==> src/shared/plstrb_consts.svh <==
// Constants for the PLL status readback register block.
// Overview of operation
// - Bit 6 shows VCO calibration finished.
// - Bit 5 follows holdover active, one clock late.
// - Bit 4 shows secondary reference selected.
// - Bit 3 shows VCO above monitor threshold.
// - Bit 2 shows secondary reference above threshold.
// - Bit 1 shows primary reference above threshold.
// - Bit 0 shows digital lock detect.
`ifndef PLSTRB_CONSTS_SVH
`define PLSTRB_CONSTS_SVH
`define PLSTRB_ADDR 10'h01F
`define PLSTRB_RESET 8'h00
`define PLSTRB_BIT_CAL 6
`define PLSTRB_BIT_HOLD 5
`define PLSTRB_BIT_REFSEL 4
`define PLSTRB_BIT_VCO 3
`define PLSTRB_BIT_SEC 2
`define PLSTRB_BIT_PRI 1
`define PLSTRB_BIT_LOCK 0
`define PLSTRB_BIT_RSVD 7
`endif

==> src/shared/plstrb_pkg.sv <==
// Types for the PLL status readback register block.
package plstrb_pkg;
	typedef logic [7:0] plstrb_byte_t;
	typedef logic [9:0] plstrb_addr_t;
endpackage

==> src/shared/plstrb_flags_if.sv <==
// Interface carrying the raw status flags between the block's modules.
`timescale 1ns/100ps
`default_nettype none
interface plstrb_flags_if;
	logic cal_done;
	logic holdover_active;
	logic secondary_selected;
	logic vco_above;
	logic secondary_above;
	logic primary_above;
	logic locked;
	modport src(output cal_done, holdover_active, secondary_selected, vco_above,
		secondary_above, primary_above, locked);
	modport dst(input cal_done, holdover_active, secondary_selected, vco_above,
		secondary_above, primary_above, locked);
endinterface
`default_nettype wire

==> src/plstrb_sampler.sv <==
// Sampler that captures the status flags into the readback byte.
`timescale 1ns/100ps
`default_nettype none
`include "plstrb_consts.svh"
module plstrb_sampler (
	input wire logic clk_in,
	input wire logic rst_in,
	plstrb_flags_if.dst flags,
	output plstrb_pkg::plstrb_byte_t status_out
);
	plstrb_pkg::plstrb_byte_t status_r;
	plstrb_pkg::plstrb_byte_t status_nxt;

	////////////////////////////////////////////////////////////////////////
	always_comb begin
		status_nxt = `PLSTRB_RESET;
		status_nxt[`PLSTRB_BIT_CAL] = flags.cal_done;
		status_nxt[`PLSTRB_BIT_HOLD] = flags.holdover_active;
		status_nxt[`PLSTRB_BIT_REFSEL] = flags.secondary_selected;
		status_nxt[`PLSTRB_BIT_VCO] = flags.vco_above;
		status_nxt[`PLSTRB_BIT_SEC] = flags.secondary_above;
		status_nxt[`PLSTRB_BIT_PRI] = flags.primary_above;
		status_nxt[`PLSTRB_BIT_LOCK] = flags.locked;
		status_nxt[`PLSTRB_BIT_RSVD] = 1'b0;
	end

	// One register stage so a read sees a stable byte across the whole access.
	always_ff @(posedge clk_in) begin
		if (rst_in) begin
			status_r <= `PLSTRB_RESET;
		end else begin
			status_r <= status_nxt;
		end
	end

	assign status_out = status_r;

	////////////////////////////////////////////////////////////////////////
	a_flag_follow: assert property (@(posedge clk_in) disable iff (rst_in)
		!rst_in |=> status_r[`PLSTRB_BIT_HOLD] == $past(flags.holdover_active))
		else $error("Holdover bit does not follow state.");
	a_lock_follow: assert property (@(posedge clk_in) disable iff (rst_in)
		$rose(flags.locked) |=> status_r[`PLSTRB_BIT_LOCK])
		else $error("Lock bit missed rise.");
	a_cal_follow: assert property (@(posedge clk_in) disable iff (rst_in)
		!rst_in |=> status_r[`PLSTRB_BIT_CAL] == $past(flags.cal_done))
		else $error("Calibration bit wrong.");
	a_refsel_follow: assert property (@(posedge clk_in) disable iff (rst_in)
		!rst_in |=> status_r[`PLSTRB_BIT_REFSEL] == $past(flags.secondary_selected))
		else $error("Reference select bit wrong.");
	a_vco_follow: assert property (@(posedge clk_in) disable iff (rst_in)
		!rst_in |=> status_r[`PLSTRB_BIT_VCO] == $past(flags.vco_above))
		else $error("VCO threshold bit wrong.");
	a_sec_follow: assert property (@(posedge clk_in) disable iff (rst_in)
		!rst_in |=> status_r[`PLSTRB_BIT_SEC] == $past(flags.secondary_above))
		else $error("Secondary threshold bit wrong.");
	a_pri_follow: assert property (@(posedge clk_in) disable iff (rst_in)
		!rst_in |=> status_r[`PLSTRB_BIT_PRI] == $past(flags.primary_above))
		else $error("Primary threshold bit wrong.");
	a_rsvd_zero: assert property (@(posedge clk_in) disable iff (rst_in)
		status_r[`PLSTRB_BIT_RSVD] == 1'b0)
		else $error("Reserved bit nonzero.");
endmodule
`default_nettype wire

==> src/plstrb_top.sv <==
// Top of the PLL status readback register block.
`timescale 1ns/100ps
`default_nettype none
`include "plstrb_consts.svh"
module plstrb_top (
	input wire logic CLK_IN,
	input wire logic RST_IN,
	input wire logic CAL_DONE_IN,
	input wire logic HOLDOVER_ACTIVE_IN,
	input wire logic SECONDARY_SELECTED_IN,
	input wire logic VCO_ABOVE_IN,
	input wire logic SECONDARY_ABOVE_IN,
	input wire logic PRIMARY_ABOVE_IN,
	input wire logic LOCKED_IN,
	input wire logic [9:0] REG_ADDR_IN,
	input wire logic REG_RD_IN,
	input wire logic REG_WR_IN,
	input wire logic [7:0] REG_WDATA_IN,
	output logic [7:0] REG_RDATA_OUT,
	output logic REG_HIT_OUT
);
	plstrb_flags_if flags_if ();
	plstrb_pkg::plstrb_byte_t status;
	plstrb_pkg::plstrb_byte_t rdata_r;

	function automatic logic addr_hit(input plstrb_pkg::plstrb_addr_t a);
		addr_hit = (a == `PLSTRB_ADDR);
	endfunction

	////////////////////////////////////////////////////////////////////////
	assign flags_if.cal_done = CAL_DONE_IN;
	assign flags_if.holdover_active = HOLDOVER_ACTIVE_IN;
	assign flags_if.secondary_selected = SECONDARY_SELECTED_IN;
	assign flags_if.vco_above = VCO_ABOVE_IN;
	assign flags_if.secondary_above = SECONDARY_ABOVE_IN;
	assign flags_if.primary_above = PRIMARY_ABOVE_IN;
	assign flags_if.locked = LOCKED_IN;

	plstrb_sampler u_sampler (
		.clk_in(CLK_IN),
		.rst_in(RST_IN),
		.flags(flags_if.dst),
		.status_out(status)
	);

	// Writes have no path into the status byte, so they cannot disturb it.
	always_ff @(posedge CLK_IN) begin
		if (RST_IN) begin
			rdata_r <= `PLSTRB_RESET;
		end else if (REG_RD_IN && addr_hit(REG_ADDR_IN)) begin
			rdata_r <= status;
		end else if (REG_RD_IN) begin
			rdata_r <= `PLSTRB_RESET;
		end
	end

	assign REG_RDATA_OUT = rdata_r;
	assign REG_HIT_OUT = (REG_RD_IN || REG_WR_IN) && addr_hit(REG_ADDR_IN);

	a_read_data: assert property (@(posedge CLK_IN) disable iff (RST_IN)
		REG_RD_IN && addr_hit(REG_ADDR_IN) |=> REG_RDATA_OUT == $past(status))
		else $error("Read data mismatch.");

	////////////////////////////////////////////////////////////////////////
	// A private copy of the pins, one edge late like the sampler, so the checks below
	// do not lean on the very register they guard.
	plstrb_pkg::plstrb_byte_t pins_d1_r;

	always_ff @(posedge CLK_IN) begin
		if (RST_IN) begin
			pins_d1_r <= `PLSTRB_RESET;
		end else begin
			pins_d1_r[`PLSTRB_BIT_RSVD] <= 1'b0;
			pins_d1_r[`PLSTRB_BIT_CAL] <= CAL_DONE_IN;
			pins_d1_r[`PLSTRB_BIT_HOLD] <= HOLDOVER_ACTIVE_IN;
			pins_d1_r[`PLSTRB_BIT_REFSEL] <= SECONDARY_SELECTED_IN;
			pins_d1_r[`PLSTRB_BIT_VCO] <= VCO_ABOVE_IN;
			pins_d1_r[`PLSTRB_BIT_SEC] <= SECONDARY_ABOVE_IN;
			pins_d1_r[`PLSTRB_BIT_PRI] <= PRIMARY_ABOVE_IN;
			pins_d1_r[`PLSTRB_BIT_LOCK] <= LOCKED_IN;
		end
	end

	////////////////////////////////////////////////////////////////////////
	a_read_cal_bit: assert property (@(posedge CLK_IN) disable iff (RST_IN)
		REG_RD_IN && addr_hit(REG_ADDR_IN)
		|=> REG_RDATA_OUT[`PLSTRB_BIT_CAL] == $past(pins_d1_r[`PLSTRB_BIT_CAL]))
		else $error("Read calibration bit wrong.");

	a_read_hold_bit: assert property (@(posedge CLK_IN) disable iff (RST_IN)
		REG_RD_IN && addr_hit(REG_ADDR_IN)
		|=> REG_RDATA_OUT[`PLSTRB_BIT_HOLD] == $past(pins_d1_r[`PLSTRB_BIT_HOLD]))
		else $error("Read holdover bit wrong.");

	a_read_refsel_bit: assert property (@(posedge CLK_IN) disable iff (RST_IN)
		REG_RD_IN && addr_hit(REG_ADDR_IN)
		|=> REG_RDATA_OUT[`PLSTRB_BIT_REFSEL] == $past(pins_d1_r[`PLSTRB_BIT_REFSEL]))
		else $error("Read reference select bit wrong.");

	a_read_vco_bit: assert property (@(posedge CLK_IN) disable iff (RST_IN)
		REG_RD_IN && addr_hit(REG_ADDR_IN)
		|=> REG_RDATA_OUT[`PLSTRB_BIT_VCO] == $past(pins_d1_r[`PLSTRB_BIT_VCO]))
		else $error("Read VCO bit wrong.");

	a_read_sec_bit: assert property (@(posedge CLK_IN) disable iff (RST_IN)
		REG_RD_IN && addr_hit(REG_ADDR_IN)
		|=> REG_RDATA_OUT[`PLSTRB_BIT_SEC] == $past(pins_d1_r[`PLSTRB_BIT_SEC]))
		else $error("Read secondary threshold bit wrong.");

	a_read_pri_bit: assert property (@(posedge CLK_IN) disable iff (RST_IN)
		REG_RD_IN && addr_hit(REG_ADDR_IN)
		|=> REG_RDATA_OUT[`PLSTRB_BIT_PRI] == $past(pins_d1_r[`PLSTRB_BIT_PRI]))
		else $error("Read primary threshold bit wrong.");

	a_read_lock_bit: assert property (@(posedge CLK_IN) disable iff (RST_IN)
		REG_RD_IN && addr_hit(REG_ADDR_IN)
		|=> REG_RDATA_OUT[`PLSTRB_BIT_LOCK] == $past(pins_d1_r[`PLSTRB_BIT_LOCK]))
		else $error("Read lock bit wrong.");

	a_read_rsvd_bit: assert property (@(posedge CLK_IN) disable iff (RST_IN)
		REG_RD_IN && addr_hit(REG_ADDR_IN)
		|=> REG_RDATA_OUT[`PLSTRB_BIT_RSVD] == 1'b0)
		else $error("Read reserved bit nonzero.");

	////////////////////////////////////////////////////////////////////////
	// Each flag must also drop out of the status byte, not only show up in it.
	a_cal_fall: assert property (@(posedge CLK_IN) disable iff (RST_IN)
		$fell(CAL_DONE_IN)
		|=> !status[`PLSTRB_BIT_CAL])
		else $error("Calibration bit stuck high.");

	a_hold_fall: assert property (@(posedge CLK_IN) disable iff (RST_IN)
		$fell(HOLDOVER_ACTIVE_IN)
		|=> !status[`PLSTRB_BIT_HOLD])
		else $error("Holdover bit stuck high.");

	a_refsel_fall: assert property (@(posedge CLK_IN) disable iff (RST_IN)
		$fell(SECONDARY_SELECTED_IN)
		|=> !status[`PLSTRB_BIT_REFSEL])
		else $error("Reference select bit stuck high.");

	a_vco_fall: assert property (@(posedge CLK_IN) disable iff (RST_IN)
		$fell(VCO_ABOVE_IN)
		|=> !status[`PLSTRB_BIT_VCO])
		else $error("VCO bit stuck high.");

	a_sec_fall: assert property (@(posedge CLK_IN) disable iff (RST_IN)
		$fell(SECONDARY_ABOVE_IN)
		|=> !status[`PLSTRB_BIT_SEC])
		else $error("Secondary threshold bit stuck high.");

	a_pri_fall: assert property (@(posedge CLK_IN) disable iff (RST_IN)
		$fell(PRIMARY_ABOVE_IN)
		|=> !status[`PLSTRB_BIT_PRI])
		else $error("Primary threshold bit stuck high.");

	a_lock_fall: assert property (@(posedge CLK_IN) disable iff (RST_IN)
		$fell(LOCKED_IN)
		|=> !status[`PLSTRB_BIT_LOCK])
		else $error("Lock bit stuck high.");

	////////////////////////////////////////////////////////////////////////
	// Writes are accepted on the bus but have no route into any flop.
	a_write_no_status: assert property (@(posedge CLK_IN) disable iff (RST_IN)
		REG_WR_IN && addr_hit(REG_ADDR_IN)
		|=> status == pins_d1_r)
		else $error("Write disturbed status.");

	a_write_no_rdata: assert property (@(posedge CLK_IN) disable iff (RST_IN)
		REG_WR_IN && !REG_RD_IN
		|=> $stable(REG_RDATA_OUT))
		else $error("Write disturbed read data.");

	a_unmapped_zero: assert property (@(posedge CLK_IN) disable iff (RST_IN)
		REG_RD_IN && !addr_hit(REG_ADDR_IN)
		|=> REG_RDATA_OUT == `PLSTRB_RESET)
		else $error("Unmapped read not zero.");

	a_rdata_stands: assert property (@(posedge CLK_IN) disable iff (RST_IN)
		!REG_RD_IN
		|=> $stable(REG_RDATA_OUT))
		else $error("Read data changed without read.");

	a_hit_read: assert property (@(posedge CLK_IN) disable iff (RST_IN)
		REG_RD_IN && (REG_ADDR_IN == `PLSTRB_ADDR)
		|-> REG_HIT_OUT)
		else $error("Read of status not flagged.");

	a_hit_write: assert property (@(posedge CLK_IN) disable iff (RST_IN)
		REG_WR_IN && (REG_ADDR_IN == `PLSTRB_ADDR)
		|-> REG_HIT_OUT)
		else $error("Write of status not flagged.");

	a_hit_other: assert property (@(posedge CLK_IN) disable iff (RST_IN)
		REG_ADDR_IN != `PLSTRB_ADDR
		|-> !REG_HIT_OUT)
		else $error("Other address flagged.");

	a_hit_idle: assert property (@(posedge CLK_IN) disable iff (RST_IN)
		!REG_RD_IN && !REG_WR_IN
		|-> !REG_HIT_OUT)
		else $error("Idle bus flagged.");

	a_reset_clear: assert property (@(posedge CLK_IN)
		RST_IN
		|=> REG_RDATA_OUT == `PLSTRB_RESET)
		else $error("Reset did not clear read data.");

	a_status_track: assert property (@(posedge CLK_IN) disable iff (RST_IN)
		!REG_WR_IN
		|-> status == pins_d1_r)
		else $error("Status does not track pins.");
endmodule
`default_nettype wire

==> config.mk <==
export PLATFORM = sky130hd
export DESIGN_NAME = plstrb_top
export DESIGN_NICKNAME = d
export VERILOG_FILES = /design/src/shared/plstrb_pkg.sv /design/src/shared/plstrb_flags_if.sv /design/src/plstrb_sampler.sv /design/src/plstrb_top.sv
export VERILOG_INCLUDE_DIRS = /design/src /design/src/shared
export SDC_FILE = /design/constraint.sdc
export NUM_CORES = 1
export LEC_CHECK = 0
export BUFFER_PORTS_ARGS = -buffer_cell sky130_fd_sc_hd__buf_4
export CAP_MARGIN = 20
export CORE_UTILIZATION = 41
export CTS_CLUSTER_SIZE = 14
export DETAILED_ROUTE_END_ITERATION = 6
export GPL_TIMING_DRIVEN = 0
export PLACE_DENSITY = 0.82
export RECOVER_POWER = 50
export SETUP_SLACK_MARGIN = 0.1
export SYNTH_ARGS = -nofsm -noshare
export SYNTH_HDL_FRONTEND = slang
export SYNTH_SLANG_ARGS = --single-unit
==> constraint.sdc <==
create_clock -name CLK_IN -period 1.7 [get_ports CLK_IN]
set_clock_uncertainty 0.1 [all_clocks]
set_input_delay 0.255 -clock CLK_IN [delete_from_list [all_inputs] [get_ports CLK_IN]]
set_output_delay 0.255 -clock CLK_IN [all_outputs]
set_load 0.005 [all_outputs]
## Word-level counts from Yosys, hierarchy flattened

Index checks and enable logic that the tools add are counted.

- Reduce and logical (&&, ||, !) cells: 4
- Equality and inequality tests: 1
- Muxes and demuxes: 2

Operator list:

| operator | number |
|---|---|
| $mux W8 | 2 |
| $eq A10 B5 Y1 const B | 1 |
| $logic_and A1 B1 Y1 | 2 |
| $reduce_bool A2 Y1 | 1 |
| $logic_or A1 B1 Y1 | 1 |

- Input bits: 29
- Output and inout port bits: 9
- Word-level logic and storage cells: 10
- Bits in registers: 16

## Depth between registers and ports, before layout

Gate-level depths: netlist (run 1).

- Word-level depth: 3
- Mapped depth: 3
- Gate-level depth less buffers: 3

## Cells and area by module

Synthesis (run 1) repeated with hierarchy kept, for this count alone.

- Cell total of the unflattened synthesis: 55
- Area total of the unflattened synthesis: 650.6 µm²

Modules (own cells, without submodules):

| module | cells an instance | area an instance (µm²) | instances | seq. area each (µm²) |
|---|---|---|---|---|
| plstrb_top | 39 | 455.4 | 1 | 160.2 |
| plstrb_sampler | 16 | 195.2 | 1 | 140.1 |

## Worst setup path after synthesis (run 1)

Ideal clock, no wire load.

- Kind: input to output
- From: in REG_ADDR_IN[7]
- To: out REG_HIT_OUT
- Path buffers: 0
- Arrival time: 936 ps
- Setup slack: 409 ps
- Required time: 1345 ps
- Stages: 3
- Cells stage by stage: nor4_2 > nand3_2 > nor3_1

- Word-level cells in the longest chain between the ends: 2

RTL lines:

| element | RTL line | source |
|---|---|---|
| start: declaration | plstrb_top.sv:15 | `input wire logic [9:0] REG_ADDR_IN,` |
| $eq A10 B5 Y1 (no source line) | n/a |  |
| $logic_and A1 B1 Y1 | plstrb_top.sv:58 | `assign REG_HIT_OUT = (REG_RD_IN \|\| REG_WR_IN) && addr_hit(REG_ADDR_IN);` |
| end: declaration | plstrb_top.sv:20 | `output logic REG_HIT_OUT` |

Every way passes these cells.

## Worst setup path in the final report (run 1)

- From: in REG_ADDR_IN[5]
- To: out REG_HIT_OUT

The elaborated chain is that of the path after synthesis.

==> flow_metrics.tcl, run 1 <==
set metrics [dict create \
    die_y_um 38.1 \
    syn_inst 52 \
    antenna_cells 0 \
    clkTransAtPathRegs_ns 0.08 \
    min_from "HOLDOVER_ACTIVE_IN" \
    crit_family "simple AND/OR/NAND/NOR gates" \
    cts.path.max_buffers 2 \
    power_density_nw_per_um2 777 \
    path_cells "buf_4, nand4b_1, nor3_1, buf_4" \
    required_ns 1.34 \
    grt_pass1_vias 452 \
    area_growth_pct 51.4 \
    drc_errors 0 \
    rsz0062_at_grt "no" \
    worstSetupStartpoint "REG_ADDR_IN[5]" \
    hp-class "in2reg" \
    timing.rr.start "REG_RDATA_OUT[3]" \
    core-area_um2 1160 \
    power_frac_comb_pct 9.9 \
    fin_nets 116 \
    internal_power_uw 505 \
    overflow 0 \
    track_usage_pct 17.1 \
    slew_violations 0 \
    period_share_pct 89.0 \
    io_pins 38 \
    fmax_ghz 0.661 \
    nFillCells 96 \
    clk_latency_ns 0.27 \
    final_layout_size_suffix_gt1_share_pct 50.0 \
    dp_hpwl_um 759 \
    yosysSeqAreaShare_pct 52.3 \
    start_util_pct 46.3 \
    avgSynthCellArea_um2 10.3 \
    finalHoldViolCount 0 \
    worstPathArrival_ns 1.16 \
    synth_top_area_share_pct 52.3 \
    place.gp.congestion 0.737 \
    root_buffer "clkbuf_4" \
    status "finished clean" \
    io_buffers 28 \
    cp_num_buf_inv 2 \
    period_minus_slack_ns 1.51 \
    clock-sinks 14 \
    cpPeakStageDelay_ns 0.37 \
    tritoncts "yes" \
    ant_nets 0 \
    p_leak_uw 0.000344 \
    yosys_warnings 0 \
    wire_per_inst_um 10.7 \
    syn-num-nets 81 \
    die_w_um 38.1 \
    die_area_um2 1450 \
    hold_buffers 0 \
    yosysUniqueCellTypes 13 \
    critPathKind "in2out" \
    synth_top_cell_by_area "dfxtp_1" \
    p_seq_share_pct 53.7 \
    end_kind "output pin" \
    cp_max_fo 8 \
    cp_common_cell "buf_4" \
    drv_cap 0 \
    switching_share_pct 19.9 \
    synth_area_um2 536 \
    drt_iter0_markers 5 \
    rows 12 \
    final_core_util_pct 70.1 \
    clockPowerShare_pct 36.4 \
    ys_seq_elements 14 \
    ir_worst_vdd_mv 0.721 \
    tns_ns 0 \
    dr.pass1.iters 2 \
    start_kind "input port" \
    grt_max_degree 11 \
    finalSetupViolCount 0 \
    grt_pass1_wl_mm 1.74 \
    crit_slowest_cell "nand4b_1" \
    viasPerCell 4.86 \
    routed-via-count 486 \
    antenna_found_initial 0 \
    netlist_top_cells_area "dfxtp_1, o41ai_1, or3b_2" \
    routed_wl_mm 1.07 \
    numCtsBuffers 3 \
    p_switching_uw 126 \
    htree_levels 1 \
]
==> what timing repair did <==
item | 4_1_cts | 5_1_grt
setup buffers | 0 | 2
endpoints found under the setup margin | 0 | 1
gates resized for setup | 0 | 0
==> final timing paths <==
| path | depth (start not counted) | to | slack, ns |
|---|---|---|---|
| worst max-delay path | 4 | REG_HIT_OUT | 0.19 |
| worst min-delay path | 2 | u_sampler.status_out[5] | 0.09 |
| worst max register to register | 2 | REG_RDATA_OUT[3] | 0.65 |
| worst min register to register | 2 | REG_RDATA_OUT[0] | 0.34 |
==> placed cells by master (no fill, tap or decap), drive strengths merged <==
cell    netlist  routed
o41ai         7       7
or3b          7       7
buf           1      26
nor4          1       1
nor2b         7       7
nand3         1       1
clkbuf        3      12
nand2         7       7
nor3          1       1
nor2          1       1
nand4b        1       1
dfxtp        14      14
conb          1       1
==> synth_stat cells <==
master    instances
clkbuf_1          3
dfxtp_1          14
or3b_2            7
nor2_1            1
conb_1            1
buf_4             1
nand2_1           7
nand4b_1          1
o41ai_1           7
nand3_2           1
nor2b_1           7
nor4_2            1
nor3_1            1
==> layout make-up <==
type | instances | area [µm²] | area share (%)
sequential | 14 | 280 | 34.6
tap | 14 | 17.5 | 2.16
multi-input combinational | 34 | 236 | 29.2
clock buffer | 4 | 36.3 | 4.48
buffer | 4 | 18.8 | 2.31
timing repair buffer | 30 | 221 | 27.3
==> flip-flops by register name, indices dropped and copies added (netlist names) <==
signal                flops
REG_RDATA_OUT             7
u_sampler.status_out      7
==> worst reg2reg max path: stages, from the launching register on <==
cell and delay [ns]:
dfxtp_1 0.34, or3b_2 0.44, o41ai_1 0.07
==> power by group through the flow <==
stage	Combinational (µW)	Sequential, µW	Clock, µW
2_1_floorplan	21.5	346	0
3_3_place_gp	61.5	346	0
3_5_place_dp	63.1	346	0
4_1_cts	63.1	339	236
5_1_grt	68.4	340	257
6_report	62.2	339	229
==> per-layer routing <==
layer / GRT usage, % / vias to the layer above / share of wire (%)
met5: 0 / - / 0
met4: 10.7 / 0 / 0.94
met3: 1.74 / 2 / 8.0
met2: 29.2 / 19 / 49
met1: 20.2 / 212 / 42
li1: - / 253 / -
==> stage by stage <==
step	instances	area, µm²	power, µW	worst slack, ns	hold slack [ns]
final	100	811	630	0.187	0.0874
after global routing	100	811	665	0.108	0.0786
after CTS	98	800	638	0.112	0.0849
after detailed placement	94	763	409	0.115	0.334
after global placement	94	763	408	0.106	0.324
after floorplan	52	536	367	0.409	0.283
==> kinds of logic after synthesis <==
group           Yosys count  synth area share, %
compound gates            7                 11.4
buf+inv                   4                 3.51
other cells               1                0.700
simple gates             26                 32.0
flops                    14                 52.3
(Power assumes the default switching activity.)
==> inputs of run 2 (changes only) <==
==> constraint.sdc (replaced) <==
create_clock -name CLK_IN -period 1.7 [get_ports CLK_IN]
set_clock_uncertainty 0.1 [all_clocks]
set_input_delay 0.17 -clock CLK_IN [delete_from_list [all_inputs] [get_ports CLK_IN]]
set_output_delay 0.17 -clock CLK_IN [all_outputs]
set_load 0.005 [all_outputs]
==> run 2 against run 1 <==
Clock power is essentially flat. Total power up 0.54%. Worst hold slack got worse by 0.085 ns. Flip-flop and latch count stayed put. Die area is the same. Final area is 0.62% higher. Count of clock-buffer cells in the layout unchanged. Final cell count stayed put. Combinational power up 4.7%. Critical path type unchanged. Critical endpoint unchanged. Largest cell class unchanged.
==> flow_metrics.tcl, run 2 (synthesis results as in run 1) <==
set metrics [dict create \
    cts.path.max_buffers 2 \
    routed-via-count 480 \
    holdWs_ns 0.00223 \
    nFillCells 94 \
    end_kind "output pin" \
    final_layout_size_suffix_gt1_share_pct 47.7 \
    crit_slowest_cell "nor4_2" \
    critPathKind "in2out" \
    post_cts_resized 0 \
    root_buffer "clkbuf_4" \
    finalSetupViolCount 0 \
    finalHoldViolCount 0 \
    antenna_cells 0 \
    die_w_um 38.1 \
    antenna_found_initial 0 \
    drt_iter0_markers 2 \
    start_kind "input port" \
    dp_hpwl_um 759 \
    fin_cells 100 \
    hold_buffers 1 \
    overflow 0 \
    place.gp.congestion 0.737 \
    io_pins 38 \
    io_buffers 28 \
    path_cells "buf_4, nor4_2, nand3_2, nor3_1, buf_4" \
    hp-class "in2reg" \
    wire_per_inst_um 10.5 \
    rows 12 \
    mostFrequentLayoutCells "buf_4, dfxtp_1, clkbuf_4" \
    tns_ns 0 \
    fin_nets 116 \
    worstPathArrival_ns 1.15 \
    period_share_pct 83.8 \
    pre_cts_slack_ns 0.285 \
    core-area_um2 1160 \
    die_area_um2 1450 \
    period_minus_slack_ns 1.42 \
    tritoncts "yes" \
    ir_worst_vdd_mv 0.723 \
    drv_cap 0 \
    clk_latency_ns 0.27 \
    layout_setup_ws_ns 0.276 \
    dp.cells 94 \
    numCtsBuffers 3 \
    cp_max_fo 8 \
    layout_commonest_cell "buf_4" \
    grt_max_degree 11 \
    htree_levels 1 \
    ant_nets 0 \
    fmax_ghz 0.702 \
    clock-sinks 14 \
    slew_violations 0 \
    post_cts.repair.setup_buffers 0 \
    die_y_um 38.1 \
    routed_wl_mm 1.05 \
    start_util_pct 46.3 \
    cp_common_cell "buf_4" \
    required_ns 1.43 \
    drc_errors 0 \
    dr.pass1.iters 2 \
    viasPerCell 4.80 \
    grt_pass1_vias 452 \
    area_growth_pct 52.3 \
    cp_num_buf_inv 2 \
    crit_family "simple AND/OR/NAND/NOR gates" \
    track_usage_pct 17.1 \
    grt_pass1_wl_mm 1.74 \
    status "finished clean" \
    clkTransAtPathRegs_ns 0.08 \
    cpPeakStageDelay_ns 0.28 \
    power_density_nw_per_um2 777 \
    rsz0062_at_grt "no" \
    p_leak_uw 0.000344 \
]
==> run 2: cell count changes in the layout (fill, tap and decap cells not counted) <==
cell           change
clkbuf_4           +2
dlygate4sd3_1      +2
buf_4              -4
==> run 2: power by group <==
group | leakage [µW] | switching (µW) | internal (µW)
clock network | 0.0000210 | 99.8 | 130
logic | 0.000208 | 24.7 | 40.4
registers | 0.000115 | 2.14 | 336
total | 0.000344 | 127 | 507
==> run 2: layer usage <==
metal  global-route usage [%]  up-vias  wire length [µm]
li1                         -      253                 -
met1                     20.2      206               451
met2                     29.2       19               504
met3                     1.74        2                84
met4                     10.7        0                10
met5                        0        -                 0
==> run 2: path summary, 6_finish.rpt <==
| path | from | to | slack (ns) | depth (start not counted) |
|---|---|---|---|---|
| setup / recovery | REG_ADDR_IN[7] | REG_HIT_OUT | 0.28 | 5 |
| hold / removal | HOLDOVER_ACTIVE_IN | u_sampler.status_out[5] | 0.002 | 2 |
| setup reg to reg | REG_RDATA_OUT[3] | REG_RDATA_OUT[3] | 0.65 | 2 |
| hold reg to reg | u_sampler.status_out[4] | REG_RDATA_OUT[4] | 0.34 | 2 |
==> run 2: through the flow <==
stage	cell area (µm²)	power (µW)	util [%]
global route	816	668	70.6
finish	816	633	70.6
floorplan	536	367	-
CTS	810	639	70.0
detailed placement	763	409	66.0
global placement	763	408	66.0
==> run 2: cell type report <==
class	count	area (µm²)	area share (%)
Sequential cell	14	280	34.4
Multi-Input combinational cell	34	236	29.0
Timing Repair Buffer	30	226	27.8
Clock buffer	4	36.3	4.45
Buffer	4	18.8	2.30
Tap cell	14	17.5	2.15
==> inputs of run 3 (changes only) <==
CORE_UTILIZATION = 34   (was 41)
PLACE_DENSITY = 0.73   (was 0.82)
clock period = 1.3 ns   (was 1.7 ns; I/O delays follow)
==> run 3 against run 2 <==
Sequential power is 31% higher. Final area rose by 11%. Core utilization decreased by 5.1 points. Critical endpoint unchanged. Largest power group unchanged.
==> flow_metrics.tcl, run 3 (synthesis results as in run 1) <==
set metrics [dict create \
    power_density_nw_per_um2 943 \
    htree_levels 1 \
    viasPerCell 4.92 \
    pre_cts_slack_ns -0.0890 \
    mostFrequentLayoutCells "buf_4, dfxtp_1, clkbuf_4" \
    dr.pass1.iters 2 \
    cp.depth 5 \
    worstSetupStartpoint "REG_ADDR_IN[6]" \
    cts.path.max_buffers 2 \
    crit_family "simple AND/OR/NAND/NOR gates" \
    cp_num_buf_inv 2 \
    rsz0062_at_grt "no" \
    root_buffer "clkbuf_4" \
    track_usage_pct 16.8 \
    rows 13 \
    period_share_pct 83.8 \
    cp_max_fo 2 \
    layout_setup_ws_ns 0.211 \
    fin_nets 123 \
    numCtsBuffers 3 \
    dp_hpwl_um 799 \
    antenna_found_initial 0 \
    routed-via-count 531 \
    tritoncts "yes" \
    die_y_um 41.7 \
    r2r_end "REG_RDATA_OUT[1]" \
    ant_nets 0 \
    clk_latency_ns 0.28 \
    grt_pass1_wl_mm 2.19 \
    start_util_pct 38.7 \
    finalHoldViolCount 0 \
    status "finished clean" \
    p_leak_uw 0.000382 \
    critPathKind "in2out" \
    crit_end "REG_HIT_OUT" \
    die_area_um2 1740 \
    drc_errors 0 \
    clock-sinks 14 \
    holdWs_ns 0.0253 \
    io_buffers 28 \
    overflow 0 \
    required_ns 1.07 \
    final_core_util_pct 65.4 \
    rrSetupSlack_ns 0.26 \
    start_kind "input port" \
    grt_pass1_vias 544 \
    reg2reg_depth 2 \
    worstPathArrival_ns 0.86 \
    end_kind "output pin" \
    cp_common_cell "buf_4" \
    final_layout_size_suffix_gt1_share_pct 49.5 \
    core-area_um2 1380 \
    hp-class "in2reg" \
    routed_wl_mm 1.27 \
    ir_worst_vdd_mv 0.644 \
    min_from "RST_IN" \
    cpPeakStageDelay_ns 0.26 \
    drt_iter0_markers 5 \
    slew_violations 0 \
    fmax_ghz 0.918 \
    period_minus_slack_ns 1.09 \
    wire_per_inst_um 11.8 \
    area_growth_pct 68.9 \
    grt_max_degree 11 \
    clkTransAtPathRegs_ns 0.08 \
    crit_slowest_cell "nor4_4" \
    timing.rr.start "REG_RDATA_OUT[1]" \
    drv_cap 0 \
    die_w_um 41.7 \
    antenna_cells 0 \
    io_pins 38 \
    path_cells "buf_4, nor4_4, nand3_2, nor3_2, buf_4" \
    layout_commonest_cell "buf_4" \
    finalSetupViolCount 0 \
    place.gp.congestion 0.679 \
]
==> run 3: metrics by stage <==
step | setup TNS (ns) | instances | area [µm²] | power (µW)
after global routing | 0 | 108 | 905 | 894
after CTS | 0 | 108 | 895 | 862
after global placement | -0.117 | 95 | 764 | 534
final | 0 | 108 | 905 | 853
after detailed placement | -0.409 | 95 | 764 | 535
after floorplan | 0 | 52 | 536 | 480
==> run 3: final cells by class <==
| class | count | area [µm²] |
|---|---|---|
| fillers | 133 | 478 |
| multi-input cells | 34 | 250 |
| flip-flops and latches | 14 | 280 |
| plain buffers | 4 | 20.0 |
| clock buffers | 4 | 36.3 |
| repair buffers | 37 | 299 |
| well taps | 15 | 18.8 |
==> run 3: repair_timing <==
| item | CTS | global route |
|---|---|---|
| endpoints found under the setup margin | 1 | 1 |
| endpoints found under the hold margin | 7 | 0 |
| pin swaps | 1 | 3 |
| buffers inserted | 2 | 0 |
| hold buffers | 7 | 0 |
| gates resized for setup | 1 | 4 |
==> run 3: worst min-delay path by stage <==
stage | endpoint | slack (ns) | cells after the start
floorplan | u_sampler.status_out[0] | 0.16 | 1
global placement | u_sampler.status_out[4] | 0.24 | 2
detailed placement | u_sampler.status_out[0] | 0.25 | 2
CTS | REG_RDATA_OUT[6] | 0.02 | 3
global route | REG_RDATA_OUT[6] | 0.04 | 3
finish | REG_RDATA_OUT[6] | 0.03 | 3
==> run 3: power breakdown <==
group	switching [µW]	internal, µW	total (µW)
combinational	39.4	66.8	106
clock	133	171	304
sequential	2.92	440	443
==> run 3: worst reg2reg max path, stage by stage, from the launching register on <==
cell and delay (ns):
dfxtp_1 0.32, or3b_2 0.44, o41ai_1 0.07
==> run 3: metal layers <==
layer | share of wire [%] | global-route usage (%)
met4 | 2.7 | 11.6
met2 | 53 | 30.0
met5 | 0 | 0
met1 | 37 | 16.7
met3 | 7.4 | 4.35
